### config.mk
export PLATFORM = sky130hd
export DESIGN_NAME = fcs_cond_save_core
export DESIGN_NICKNAME = d
export VERILOG_FILES = /design/src/core/fcs_pkg.sv /design/src/core/fcs_cond_save_core.sv /design/src/core/fcs_frame_mem.sv
export SDC_FILE = /design/constraint.sdc
export NUM_CORES = 1
export LEC_CHECK = 0
export ABC_CLOCK_PERIOD_IN_PS = 3800
export BUFFER_PORTS_ARGS = -buffer_cell sky130_fd_sc_hd__buf_2
export CAP_MARGIN = 5
export CORE_MARGIN = 5
export CORE_UTILIZATION = 60
export DETAILED_ROUTE_END_ITERATION = 6
export PLACE_DENSITY = 0.8
export SLEW_MARGIN = 0
export SYNTH_ARGS = -nofsm -noshare
export SYNTH_HDL_FRONTEND = slang
export SYNTH_SLANG_ARGS = --single-unit
### constraint.sdc
create_clock -name pclk -period 3.8 [get_ports pclk]
set_clock_uncertainty 0.05 [all_clocks]
set_input_delay 0.38 -clock pclk [delete_from_list [all_inputs] [get_ports pclk]]
set_output_delay 0.38 -clock pclk [all_outputs]
set_load 0.02 [all_outputs]
### src/core/fcs_pkg.sv
/*
 * constants, types and the predicate decoder of the floating-point
 * condition and state-save block.
 * assumes a 32-bit apb master on the same clock as the block.
 */

package fcs_pkg;

  // ****************************************
  // register map
  // ****************************************
  localparam logic [7:0] ADDR_CTRL  = 8'h00;
  localparam logic [7:0] ADDR_STAT  = 8'h04;
  localparam logic [7:0] ADDR_IADDR = 8'h08;
  localparam logic [7:0] ADDR_COND  = 8'h0c;
  localparam logic [7:0] ADDR_RESP  = 8'h10;
  localparam logic [7:0] ADDR_CMD   = 8'h14;
  localparam logic [7:0] ADDR_FRAME = 8'h18;
  localparam logic [7:0] ADDR_FPTR  = 8'h1c;

  // ****************************************
  // fields and reset values
  // ****************************************
  localparam int STAT_CC_LSB  = 24;
  localparam int STAT_EXC_LSB = 8;
  localparam int CC_NAN       = 0;
  localparam int CC_Z         = 2;
  localparam int CC_N         = 3;
  localparam int EXC_UNORD    = 7;
  localparam int CMD_LAT_LSB  = 4;
  localparam int CMD_EXC_LSB  = 8;
  localparam int CMD_CC_LSB   = 20;
  localparam int RESP_VALID   = 0;
  localparam int RESP_TRUE    = 1;
  localparam int RESP_FULL    = 2;
  localparam int RESP_REFUSED = 3;
  localparam int RESP_BUSY    = 4;
  localparam int PRED_SIG_BIT = 4;
  localparam logic [31:0] CTRL_RST  = 32'h0000_0000;
  localparam logic [31:0] IADDR_RST = 32'h0000_0000;
  localparam logic [3:0]  CC_RST    = 4'h0;
  localparam logic [7:0]  EXC_RST   = 8'h00;

  // ****************************************
  // commands and predicates
  // ****************************************
  localparam logic [1:0] KIND_NOP   = 2'h0;
  localparam logic [1:0] KIND_ARITH = 2'h1;
  localparam logic [1:0] KIND_SAVE  = 2'h2;
  localparam logic [1:0] KIND_REST  = 2'h3;
  localparam logic [4:0] PRED_UNREL = 5'h18;

  // ****************************************
  // state frame layout
  // ****************************************
  localparam int PRED_IDLE_BYTES = 28;
  localparam int GROWTH_BYTES    = 32;
  localparam int IDLE_BYTES      = PRED_IDLE_BYTES + GROWTH_BYTES;
  localparam int PRED_FLAG_OFS   = 24;
  localparam int FLAG_OFS        = PRED_FLAG_OFS + GROWTH_BYTES;
  localparam logic [3:0] FRAME_LAST_IDX = 4'(IDLE_BYTES / 4 - 1);
  localparam logic [3:0] FLAG_IDX       = 4'(FLAG_OFS / 4);
  localparam logic [3:0] FRM_CTRL  = 4'h1;
  localparam logic [3:0] FRM_STAT  = 4'h2;
  localparam logic [3:0] FRM_IADDR = 4'h3;
  // format identities: arbitrary values
  localparam logic [7:0] FMT_ID_THIS = 8'h2a;
  localparam logic [7:0] FMT_ID_PRED = 8'h1f;
  localparam logic [31:0] FMT_WORD = {FMT_ID_THIS, 8'(IDLE_BYTES), 16'h0000};

  typedef enum logic [1:0] {ST_IDLE, ST_SAVE, ST_REST} fcs_state_t;

  typedef struct packed {
    fcs_state_t  st;
    logic        ack;
    logic [31:0] prdata;
    logic [31:0] ctrl;
    logic [31:0] iaddr;
    logic [31:0] cmd;
    logic [3:0]  cc;
    logic [7:0]  exc;
    logic [4:0]  pred;
    logic        cond_pend;
    logic        resp_valid;
    logic        cond_true;
    logic        refused;
    logic [3:0]  idx;
    logic [3:0]  ptr;
    logic        v0;
    logic        v1;
    logic [3:0]  n0;
    logic [3:0]  n1;
    logic [6:0]  x0;
    logic [6:0]  x1;
    logic [3:0]  c0;
    logic [3:0]  c1;
  } fcs_regs_t;

  // predicate against condition codes n, z, nan
  function automatic logic fcs_pred_eval(input logic [4:0] p, input logic [3:0] cc);
    logic n;
    logic z;
    logic u;
    logic r;
    n = cc[CC_N];
    z = cc[CC_Z];
    u = cc[CC_NAN];
    case (p[3:0])
      4'h0: r = 1'b0;
      4'h1: r = z;
      4'h2: r = !(u | z | n);
      4'h3: r = z | !(u | n);
      4'h4: r = n & !(u | z);
      4'h5: r = z | (n & !u);
      4'h6: r = !(u | z);
      4'h7: r = !u;
      4'h8: r = u;
      4'h9: r = u | z;
      4'ha: r = u | !(n | z);
      4'hb: r = u | z | !n;
      4'hc: r = u | (n & !z);
      4'hd: r = u | z | n;
      4'he: r = !z;
      default: r = 1'b1;
    endcase
    return r;
  endfunction : fcs_pred_eval

endpackage : fcs_pkg

### src/core/fcs_cond_save_core.sv
/*
 * condition evaluation, exception flags, overlapped command queue and
 * state save/restore of the floating-point coprocessor, behind apb.
 * assumes an apb master on pclk; the frame pointer steps itself on each frame access while no save or restore runs.
 */
// Register access over APB and the placing of the registers were left to the implementer.
`timescale 1ns/1ps
`default_nettype none

module fcs_cond_save_core
  import fcs_pkg::*;
(
  input  wire logic        pclk,
  input  wire logic        presetn,
  input  wire logic        psel,
  input  wire logic        penable,
  input  wire logic        pwrite,
  input  wire logic [7:0]  paddr,
  input  wire logic [31:0] pwdata,
  output logic [31:0]      prdata,
  output logic             pready,
  output logic             pslverr
);

  // ****************************************
  // bus decode
  // ****************************************
  function automatic logic fcs_mapped(input logic [7:0] a);
    logic ok;
    if (a == ADDR_CTRL || a == ADDR_STAT || a == ADDR_IADDR) begin
      ok = 1'b1;
    end else if (a == ADDR_COND || a == ADDR_RESP || a == ADDR_CMD) begin
      ok = 1'b1;
    end else if (a == ADDR_FRAME || a == ADDR_FPTR) begin
      ok = 1'b1;
    end else begin
      ok = 1'b0;
    end
    return ok;
  endfunction : fcs_mapped

  fcs_regs_t   r_q;
  fcs_regs_t   r_d;
  logic        wr_go;
  logic        rd_go;
  logic        stat_wr;
  logic        cond_wr;
  logic        cmd_wr;
  logic        retire;
  logic        eval_fire;
  logic        mem_we;
  logic [3:0]  mem_waddr;
  logic [31:0] mem_wdata;
  logic [3:0]  mem_raddr;
  logic [31:0] mem_rdata;
  logic [31:0] stat_view;
  logic [31:0] resp_view;
  logic [1:0]  kind;

  assign pready    = psel & penable & r_q.ack;
  assign pslverr   = pready & !fcs_mapped(paddr);
  assign prdata    = r_q.prdata;
  assign wr_go     = pready & pwrite & fcs_mapped(paddr);
  assign rd_go     = pready & !pwrite;
  assign stat_wr   = wr_go && paddr == ADDR_STAT;
  assign cond_wr   = wr_go && paddr == ADDR_COND;
  assign cmd_wr    = wr_go && paddr == ADDR_CMD;
  assign kind      = pwdata[1:0];
  assign retire    = r_q.v0 && r_q.n0 == 4'h0;
  // conditions wait until older commands have delivered their codes
  assign eval_fire = r_q.cond_pend && !r_q.v0 && r_q.st == ST_IDLE;
  assign mem_raddr = (r_q.st == ST_IDLE) ? r_q.ptr : r_q.idx;
  assign stat_view = {4'h0, r_q.cc, 8'h00, r_q.exc, 8'h00};
  assign resp_view = {27'h0, r_q.st != ST_IDLE, r_q.refused, r_q.v1,
                      r_q.cond_true, r_q.resp_valid};

  fcs_frame_mem u_mem (
    .clk   (pclk),
    .we    (mem_we),
    .waddr (mem_waddr),
    .wdata (mem_wdata),
    .raddr (mem_raddr),
    .rdata (mem_rdata)
  );

  // ****************************************
  // next state
  // ****************************************
  always_comb begin
    r_d       = r_q;
    mem_we    = 1'b0;
    mem_waddr = r_q.ptr;
    mem_wdata = pwdata;
    r_d.ack   = psel & penable & !r_q.ack;

    // read data captured in the first access cycle
    if (psel && penable && !r_q.ack && !pwrite) begin
      if (paddr == ADDR_CTRL) begin
        r_d.prdata = r_q.ctrl;
      end else if (paddr == ADDR_STAT) begin
        r_d.prdata = stat_view;
      end else if (paddr == ADDR_IADDR) begin
        r_d.prdata = r_q.iaddr;
      end else if (paddr == ADDR_RESP) begin
        r_d.prdata = resp_view;
      end else if (paddr == ADDR_CMD) begin
        r_d.prdata = r_q.cmd;
      end else if (paddr == ADDR_FRAME) begin
        r_d.prdata = mem_rdata;
      end else if (paddr == ADDR_FPTR) begin
        r_d.prdata = {28'h0, r_q.ptr};
      end else begin
        r_d.prdata = 32'h0000_0000;
      end
    end

    // software moves to the control set
    if (wr_go && paddr == ADDR_CTRL) begin
      r_d.ctrl = pwdata;
    end
    if (wr_go && paddr == ADDR_IADDR) begin
      r_d.iaddr = pwdata;
    end
    if (stat_wr) begin
      r_d.cc  = pwdata[STAT_CC_LSB +: 4];
      r_d.exc = pwdata[STAT_EXC_LSB +: 8];
    end
    if (wr_go && paddr == ADDR_FPTR) begin
      r_d.ptr = pwdata[3:0];
    end
    if (wr_go && paddr == ADDR_FRAME && r_q.st == ST_IDLE) begin
      mem_we  = 1'b1;
      r_d.ptr = r_q.ptr + 4'h1;
    end
    if (rd_go && paddr == ADDR_FRAME && r_q.st == ST_IDLE) begin
      r_d.ptr = r_q.ptr + 4'h1;
    end

    // two overlapped commands, retired strictly in issue order
    if (r_q.v0 && r_q.n0 != 4'h0) begin
      r_d.n0 = r_q.n0 - 4'h1;
    end
    if (r_q.v1 && r_q.n1 != 4'h0) begin
      r_d.n1 = r_q.n1 - 4'h1;
    end
    if (retire) begin
      r_d.cc       = r_q.c0;
      r_d.exc[6:0] = r_d.exc[6:0] | r_q.x0;
      r_d.v0       = r_q.v1;
      r_d.n0       = r_d.n1;
      r_d.x0       = r_q.x1;
      r_d.c0       = r_q.c1;
      r_d.v1       = 1'b0;
    end

    // predicate evaluation against settled codes
    if (eval_fire) begin
      r_d.cond_true  = fcs_pred_eval(r_q.pred, r_q.cc);
      r_d.resp_valid = 1'b1;
      r_d.cond_pend  = 1'b0;
      if (r_q.pred[PRED_SIG_BIT] && r_q.cc[CC_NAN]) begin
        r_d.exc[EXC_UNORD] = 1'b1;
      end
    end
    if (cond_wr) begin
      r_d.pred       = pwdata[4:0];
      r_d.cond_pend  = 1'b1;
      r_d.resp_valid = 1'b0;
    end

    // command word decides all execution
    if (cmd_wr) begin
      r_d.cmd = pwdata;
      if (kind == KIND_ARITH && !r_q.v1 && r_q.st == ST_IDLE) begin
        if (!r_d.v0) begin
          r_d.v0 = 1'b1;
          r_d.n0 = pwdata[CMD_LAT_LSB +: 4];
          r_d.x0 = pwdata[CMD_EXC_LSB +: 7];
          r_d.c0 = pwdata[CMD_CC_LSB +: 4];
        end else begin
          r_d.v1 = 1'b1;
          r_d.n1 = pwdata[CMD_LAT_LSB +: 4];
          r_d.x1 = pwdata[CMD_EXC_LSB +: 7];
          r_d.c1 = pwdata[CMD_CC_LSB +: 4];
        end
      end else if (kind == KIND_SAVE && !r_q.v0 && r_q.st == ST_IDLE) begin
        r_d.st  = ST_SAVE;
        r_d.idx = 4'h0;
      end else if (kind == KIND_REST && !r_q.v0 && r_q.st == ST_IDLE) begin
        r_d.st      = ST_REST;
        r_d.idx     = 4'h0;
        r_d.refused = 1'b0;
      end
    end

    case (r_q.st)
      ST_SAVE: begin
        mem_we    = 1'b1;
        mem_waddr = r_q.idx;
        if (r_q.idx == 4'h0) begin
          mem_wdata = FMT_WORD;
        end else if (r_q.idx == FRM_CTRL) begin
          mem_wdata = r_q.ctrl;
        end else if (r_q.idx == FRM_STAT) begin
          mem_wdata = stat_view;
        end else if (r_q.idx == FRM_IADDR) begin
          mem_wdata = r_q.iaddr;
        end else begin
          mem_wdata = 32'h0000_0000;
        end
        r_d.idx = r_q.idx + 4'h1;
        if (r_q.idx == FRAME_LAST_IDX) begin
          r_d.st  = ST_IDLE;
          r_d.ptr = 4'h0;
        end
      end
      ST_REST: begin
        // data of word idx-1 arrives while idx is presented
        r_d.idx = r_q.idx + 4'h1;
        if (r_q.idx == 4'h1 && mem_rdata[31:24] != FMT_ID_THIS) begin
          r_d.refused = 1'b1;
          r_d.st      = ST_IDLE;
          r_d.ptr     = 4'h0;
        end else if (r_q.idx == 4'h2) begin
          r_d.ctrl = mem_rdata;
        end else if (r_q.idx == 4'h3) begin
          r_d.cc  = mem_rdata[STAT_CC_LSB +: 4];
          r_d.exc = mem_rdata[STAT_EXC_LSB +: 8];
        end else if (r_q.idx == 4'h4) begin
          r_d.iaddr = mem_rdata;
          r_d.st    = ST_IDLE;
          r_d.ptr   = 4'h0;
        end
      end
      default: begin
      end
    endcase
  end

  always_ff @(posedge pclk or negedge presetn) begin
    if (!presetn) begin
      r_q       <= '0;
      r_q.st    <= ST_IDLE;
      r_q.ctrl  <= CTRL_RST;
      r_q.iaddr <= IADDR_RST;
      r_q.cc    <= CC_RST;
      r_q.exc   <= EXC_RST;
    end else begin
      r_q <= r_d;
    end
  end
endmodule : fcs_cond_save_core

`default_nettype wire

### src/core/fcs_frame_mem.sv
/*
 * state frame store: one write port, one registered read port.
 * assumes addresses and write data from logic on the same clock.
 */
`timescale 1ns/1ps
`default_nettype none

module fcs_frame_mem
  import fcs_pkg::*;
(
  input  wire logic        clk,
  input  wire logic        we,
  input  wire logic [3:0]  waddr,
  input  wire logic [31:0] wdata,
  input  wire logic [3:0]  raddr,
  output var  logic [31:0] rdata
);

  logic [31:0] mem [16];

  always_ff @(posedge clk) begin
    if (we) begin
      mem[waddr] <= wdata;
    end
    rdata <= mem[raddr];
  end

endmodule : fcs_frame_mem

`default_nettype wire

Word-level counts from Yosys, hierarchy flattened. Memory sizes are Yosys's and may differ from the RTL's. A register that Yosys moved wholly into a read port is not among the register bits. Index checks and enable logic that the tools add are counted.

Bits in registers: 192. Bits in writable memories: 512. Input bits: 45. Logic and storage cells: 218. Memories: 1.

Memory list: u_mem.mem (words 16, width 32, read ports 1, clocked after memory_dff 1, write ports 1, RTL line fcs_frame_mem.sv:19) `logic [31:0] mem [16];`.

$add $sub $neg: 4. Equality and inequality tests: 33. Mux-type cells: 81. Bitwise logic cells: 20. Reduce and logical (&&, ||, !) cells: 56.

Operators by type and width (number): two-way mux 32 bit (19); two-way mux 64 bit (2); two-way mux 4 bit (20); two-way mux 12 bit (5); == test 4 bit, second input constant (8); == test 8 x 5 -> 1 bit, second input constant (4); two-way mux 7 bit (4); logical AND 1 bit (26); == test 4 x 3 -> 1 bit, second input constant (5); two-way mux 2 bit (10); == test 4 x 2 -> 1 bit, second input constant (4); == test 8 x 4 -> 1 bit, second input constant (2); one-hot mux 8 bit (2 select lines) (1); two-way mux 5 bit (3); one-hot mux 1 bit (15 select lines) (1); two-way mux 1 bit (13); zero test 1 bit (12); zero test 4 bit (3); nonzero test 4 bit (3); bitwise AND 1 bit (10); OR 1 bit (9); adder 4 x 1 -> 4 bit, second input constant (2); == test 4 x 1 -> 1 bit, second input constant (2); == test 8 x 3 -> 1 bit, second input constant (1); other kinds (15) (25).

Logic depth before layout (Yosys ltp). Gate-level depths: netlist of run 1.

Depth in word-level cells: 15. Mapped depth: 11. Gate-level depth less buffers: 7.

By module. A second synthesis of run 1 with hierarchy kept.

Cells, all modules: 1977. Area, all modules: 30986.0 µm².

By module, submodules not included: fcs_frame_mem (times used 1, cells an instance 838, area each 19835.3 µm², sequential area each 16015.4 µm²); fcs_cond_save_core (times used 1, cells an instance 1139, area each 11150.7 µm², sequential area each 4804.6 µm²).

Least setup slack after synthesis of run 1. Ideal clock, no wire load.

Path kind: register -> register. From: register r_q[190] (netlist name). To: memory u_mem.mem[6][0], enable pin. Setup time: 421 ps. Arrival time: 3008 ps. Setup slack: 321 ps. Stages on the path, launching flop included: 9. Path buffers: 1. Clock period less this slack: 3479 ps. Path through: dfrtp_1 -> inv_1 -> ha_1 -> buf_2 -> inv_1 -> nor4b_1 -> a32o_1 -> nand2_1 -> nor2_1.

Word-level cells in the longest chain between the ends: 6. Elaborated cells between the ends (all ways): 8. Those cells by class: eq/ne: 1; mux: 5; reduce/logical: 2.

Ends and longest elaborated chain: start: declaration (RTL line fcs_cond_save_core.sv:42) `fcs_regs_t r_q;`; start signal: assignment (RTL line fcs_cond_save_core.sv:249) `r_q <= r_d;`; zero test 2 bit (RTL line fcs_cond_save_core.sv:131) `if (wr_go && paddr == ADDR_FRAME && r_q.st == ST_IDLE) begin`; logical AND 1 bit (RTL line fcs_cond_save_core.sv:131); two-way mux 1 bit (RTL line fcs_cond_save_core.sv:131); two-way mux 1 bit (RTL line fcs_cond_save_core.sv:196) `case (r_q.st)`; two-way mux 1 bit (RTL line fcs_frame_mem.sv:22) `if (we) begin`; two-way mux 1 bit (implied by the code) (RTL line fcs_frame_mem.sv:23) `mem[waddr] <= wdata;`; end: declaration (RTL line fcs_frame_mem.sv:19).

Several ways; a longest one is shown, not always the timed one.

Final worst setup path of run 1.
From: register r_q[190] (netlist name). To: memory u_mem.mem[13][16], enable pin.

Same word-level chain as after synthesis.

==> results of run 1 <==
[sequential cells by signal (all words and copies together), names as in the netlist]
name and flops:
r_q 160, u_mem.mem 512, prdata 32, u_mem.rdata 32
[kinds of logic (layout without fill, tap and decap cells)]
group,after synthesis,in the layout
muxes,202,202
xor gates and xnor gates,3,3
other,0,2
DFF,736,736
adders and majority gates,10,10
buffers and inverters,246,367
and+or+nand+nor,867,867
AOI/OAI and AO/OA,469,469
[area by class of cell]
type | instances | area share, %
antenna | 2 | 0.0142
sequential | 736 | 59.3
multi-input combinational | 1551 | 27.3
timing repair buffer | 192 | 3.97
tap | 680 | 2.42
inverter | 42 | 0.449
clock buffer | 99 | 5.76
clock inverter | 34 | 0.830
[layout by cell type (no fill, tap or decap), types with 31 or more instances in the layout]
cell	count
dfrtp_1	192
o22ai_1	34
mux2_2	37
clkbuf_16	73
buf_4	102
nor2_1	185
o32ai_1	32
edfxtp_1	512
a32o_1	38
mux4_2	32
a22oi_1	31
inv_1	42
buf_2	77
o21ai_0	112
a21oi_1	148
mux2i_1	128
dfxtp_1	32
nand3_1	170
nand2_1	427
[power by group]
| part | switching, W | internal [W] |
|---|---|---|
| sequential | 0.0000450 | 0.00863 |
| combinational | 0.000455 | 0.000200 |
| clock | 0.00301 | 0.00397 |
| total | 0.00351 | 0.0128 |
[through the flow]
step | hold WS [ps] | instances | util (%) | total power, W | worst slack, ps
CTS | 5.29 | 3334 | 68.2 | 0.0163 | 420
detailed placement | 370 | 3200 | 63.7 | 0.00947 | 472
global route | 23.6 | 3336 | 68.2 | 0.0168 | 232
floorplan | 34.4 | 2533 | - | 0.00917 | 321
finish | 31.3 | 3336 | 68.2 | 0.0163 | 340
global placement | 370 | 3200 | 63.7 | 0.00944 | 571
[worst reg2reg max path, stage by stage (launching register included)]
cell and delay [ps]:
dfrtp_1 400, inv_1 90, ha_1 520, inv_1 140, nor4b_1 690, a32o_1 300
nand2_1 260, nor2_4 190, buf_4 440
[path summary, 6_finish.rpt]
path | end | slack [ps] | cells past startpoint
min | r_q[79] | 30 | 2
min in group asynchronous | r_q[25] | 280 | 2
min reg2reg | prdata[7] | 430 | 2
max | u_mem.mem[13][16] | 340 | 8
max reg2reg | u_mem.mem[13][16] | 340 | 8
max in group asynchronous | prdata[21] | 2510 | 3
[metal layers]
layer | wire length, um | up-vias | track usage, %
li1 | - | 9444 | -
met4 | 2280 | 2 | 8.97
met3 | 9790 | 205 | 6.23
met5 | 11 | - | 0
met1 | 31700 | 10700 | 41.8
met2 | 38200 | 1518 | 44.1
==> metrics.txt, run 1 <==
Initial Util 60.7%; Die Area 56800 um^2; synthesized area per cell 12.4 um^2; drc violations 0; clock sinks 736; largest family of logic cells by synthesized area simple AND/OR/NAND/NOR gates; cell with the most instances after synthesis edfxtp_1; top post-synthesis cells by count edfxtp_1 (512), nand2_1 (428), nor2_1 (202), dfrtp_1 (192), nand3_1 (171); run status finished clean; Post-Synth XOR/XNOR Area 0.0840%; worst ir drop on vdd 0.329 mV; area delta synth->final 12.3%; Hold Buf Count CTS 1; Tmin final 3460 ps; Synth warnings 0; latest clock arrival within the worst-skew pair 610 ps; # IOs 79; vias in the first global route 21300; CP arrival 3650 ps; DPL Wire Length 52.4 mm; setup TNS 0 ps; Seq. cell area 20800 um^2; core area 51500 um^2; sequential share of the synthesized area 66.5%; layout cells sized above 1 15.5%; post-synth top area share 49.1%; global-route wire length before repair 127 mm; Synth Instances 2533; number of vias per cell 6.56; H-tree levels 3; crit-path max cell delay 680 ps; antenna viol nets, final 0; Worst path most repeated cell inv_1; Reg clk slew, reported paths 60 ps; fin crit share 91.0%; # resized after CTS 0; slowest cell on the critical path nor4b_1; final wirelength 82.1 mm; largest net degree at the start of global routing 83; hold wc startpoint pwdata[18]; distinct cell type count after synthesis 66; synth top area cells edfxtp_1 (49%), dfrtp_1 (15%), nand2_1 (5.1%), mux2i_1 (4.1%), nand3_1 (2.7%); Pwr Density 464 nW/um^2; CP Launch Type flop; nets 2650; Slew headroom 19.0%; Fmax achieved 0.289 GHz; Mapped Nets 2588; area of the mapped netlist 31300 um^2; Synth async-reset ratio 26.1%; gr ovfl total 0; Root Driver clkbuf_16; postcts setup bufs 0; area of the multi-input gates 9590 um^2; Port Buffers 78; DR iter-0 viols 3317; required time at the worst-slack endpoint 3990 ps; post-synthesis compound-gate area fraction 9.65%; per-cell routed wire length 24.6 um; CP delay by family, top simple AND/OR/NAND/NOR gates; adder-cell share of the synthesized area 0.400%; initial antenna violation count 3; Clock Tree Buf Depth 3; Primary FF master, synth edfxtp_1; Final Max Tran Viols 0; Worst Hold Class in -> reg; max-cap violations 0; flops & latches, synth 736; DR vias 21900; Final Wtd Congestion 0.915; CP Class reg -> reg; Die X 238 um; FF-to-FF Start r_q[190]; Total GRT Usage 28.7%; unrepaired setup endpoints after global routing false; layout filler cell count 3332; TritonCTS buffer count 72; # setup viols final 0; CP cell instances inv_1 -> ha_1 -> inv_1 -> nor4b_1 -> a32o_1 -> nand2_1 -> nor2_4 -> buf_4; post-synthesis mux area share 7.94%; largest area contributor in the netlist edfxtp_1; Worst setup EP type flop; post-synthesis simple-gate area fraction 11.9%; CTS tree done; worst-margin pin slew 1220 ps; DIE HEIGHT 238 um; Final Hold Viols 0; Max Fanout on Critical Path 32; number of enable flip-flop cells after synthesis 512; placed inst area 32800 um^2; row cnt 83; drt first pass iters 7; static leakage 12.8 nW; Worst setup startpoint r_q[190]; CP bufs+invs 3; Design Area, Final 35100 um^2
No activity file was read; power rests on OpenSTA's default activity.
==> inputs of run 2 (changes only) <==
--- a/config.mk
+++ b/config.mk
@@ -11,7 +11,7 @@
 export CORE_MARGIN = 5
 export CORE_UTILIZATION = 60
 export DETAILED_ROUTE_END_ITERATION = 6
-export PLACE_DENSITY = 0.8
+export PLACE_DENSITY_LB_ADDON = 0.08
 export SLEW_MARGIN = 0
 export SYNTH_ARGS = -nofsm -noshare
 export SYNTH_HDL_FRONTEND = slang
==> run 2 against run 1 <==
Largest cell class unchanged. Via count shrank 2.3%. Clock power grew 7.2%. Non-clock buffer count down 7. Global-route usage is 0.68 points higher. Combinational power is 0.8% lower. Critical path depth did not move.
==> metrics.txt, run 2 (same netlist as run 1, synthesis figures left out) <==
run status finished clean; layout filler cell count 3638; Final Max Tran Viols 0; nets 2648; Worst setup EP type flop; layout cells sized above 1 15.2%; Clock Tree Buf Depth 3; postcts setup bufs 0; crit-path max cell delay 710 ps; CP delay by family, top simple AND/OR/NAND/NOR gates; Max Fanout on Critical Path 24; CP arrival 3440 ps; Pwr Density 474 nW/um^2; CTS tree done; fin crit share 83.7%; worst-margin pin slew 1100 ps; placed inst area 32900 um^2; DR vias 21400; Final Hold Viols 0; commonest non-fill, non-tap cell in the layout edfxtp_1; drt first pass iters 6; largest net degree at the start of global routing 129; latest clock arrival within the worst-skew pair 620 ps; initial antenna violation count 0; Initial Util 60.7%; unrepaired setup endpoints after global routing false; static leakage 12.9 nW; number of vias per cell 6.41; Worst Hold Class in -> reg; worst hold slack 29.4 ps; Final Wtd Congestion 0.906; DPL Wire Length 50.4 mm; Tmin final 3180 ps; setup TNS 0 ps; slowest cell on the critical path nor4b_1; Design Area, Final 35500 um^2; Die Area 56800 um^2; Largest register FFs 512; n_diodes 0; Fmax achieved 0.314 GHz; Reg clk slew, reported paths 60 ps; Die X 238 um; clock sinks 736; global-route wire length before repair 127 mm; TritonCTS buffer count 77; commonest non-fill, non-tap cells in the layout edfxtp_1 (512), nand2_1 (427), dfrtp_1 (192); CP Class reg -> reg; drc violations 0; Slew headroom 26.6%; # IOs 79; # setup viols final 0; Root Driver clkbuf_16; CP Launch Type flop; max-cap violations 0; DIE HEIGHT 238 um; worst ir drop on vdd 0.477 mV; top flop regs u_mem.mem x512, r_q x160; Most flops, register u_mem.mem; Port Buffers 78; antenna viol nets, final 0; gr ovfl total 0; H-tree levels 3; area delta synth->final 13.4%; core area 51500 um^2; CP bufs+invs 3; Total GRT Usage 29.4%; Worst path most repeated cell inv_1; required time at the worst-slack endpoint 4060 ps; CP cell instances inv_1 -> ha_1 -> inv_1 -> nor4b_1 -> a32o_1 -> nand2_1 -> nor2_4 -> buf_12; final wirelength 84.3 mm; DR iter-0 viols 3003; vias in the first global route 20700; row cnt 83; per-cell routed wire length 25.3 um
==> run 2: cell count changes in the layout (fill, tap and decap cells not counted), sizes merged <==
cell and delta:
bufinv +2, clkinv -11, clkinvlp -1, diode -2
buf -9, dlygate4sd3 +2, clkbuf +19
==> run 2: power by group <==
group          internal (W)  switching (W)  total [W]
Sequential          0.00863      0.0000520    0.00868
Combinational      0.000203       0.000447   0.000650
Clock               0.00440        0.00308    0.00748
Total                0.0132        0.00358     0.0168
==> run 2: through the flow <==
step	instances	worst slack, ps	total power (W)	util, %
2_1_floorplan	2533	321	0.00917	-
3_3_place_gp	3191	658	0.00947	63.9
3_5_place_dp	3191	648	0.00948	63.9
4_1_cts	3336	665	0.0169	68.9
5_1_grt	3336	410	0.0173	68.9
6_report	3336	619	0.0168	68.9
==> run 2: final timing paths <==
path | from | to | slack, ps | cells past startpoint
worst max register to register | r_q[190] | u_mem.mem[8][14] | 620 | 8
worst max-delay path | r_q[190] | u_mem.mem[8][14] | 620 | 8
max in group asynchronous | presetn | r_q[142] | 2390 | 3
min in group asynchronous | presetn | r_q[130] | 340 | 2
worst min-delay path | pwdata[16] | r_q[77] | 30 | 3
worst min register to register | prdata[31] | prdata[31] | 420 | 2
==> run 2: layer usage <==
layer	vias up	track usage [%]	wire [um]
met1	10600	42.4	34400
met4	0	9.23	2450
li1	9462	-	-
met3	197	5.31	7700
met5	-	0	0
met2	1111	46.3	39700
==> run 2: worst min-delay path, stage by stage <==
cell and delay (ps):
buf_2 120, inv_1 70, o21ai_0 80
==> run 2: what timing repair did <==
action                                 in CTS  in global routing
gates resized for setup                     0                  0
endpoints found under the hold margin      88                  0
hold buffers                                3                  0
==> run 2: cell type report <==
type / count / area, um^2 / share of cell area [%]
sequential: 736 / 20800 / 58.7
multi-input combinational: 1551 / 9590 / 27.0
clock buffer: 118 / 2220 / 6.27
timing repair buffer: 185 / 1520 / 4.29
tap: 680 / 851 / 2.40
clock inverter: 24 / 303 / 0.854
inverter: 42 / 158 / 0.445
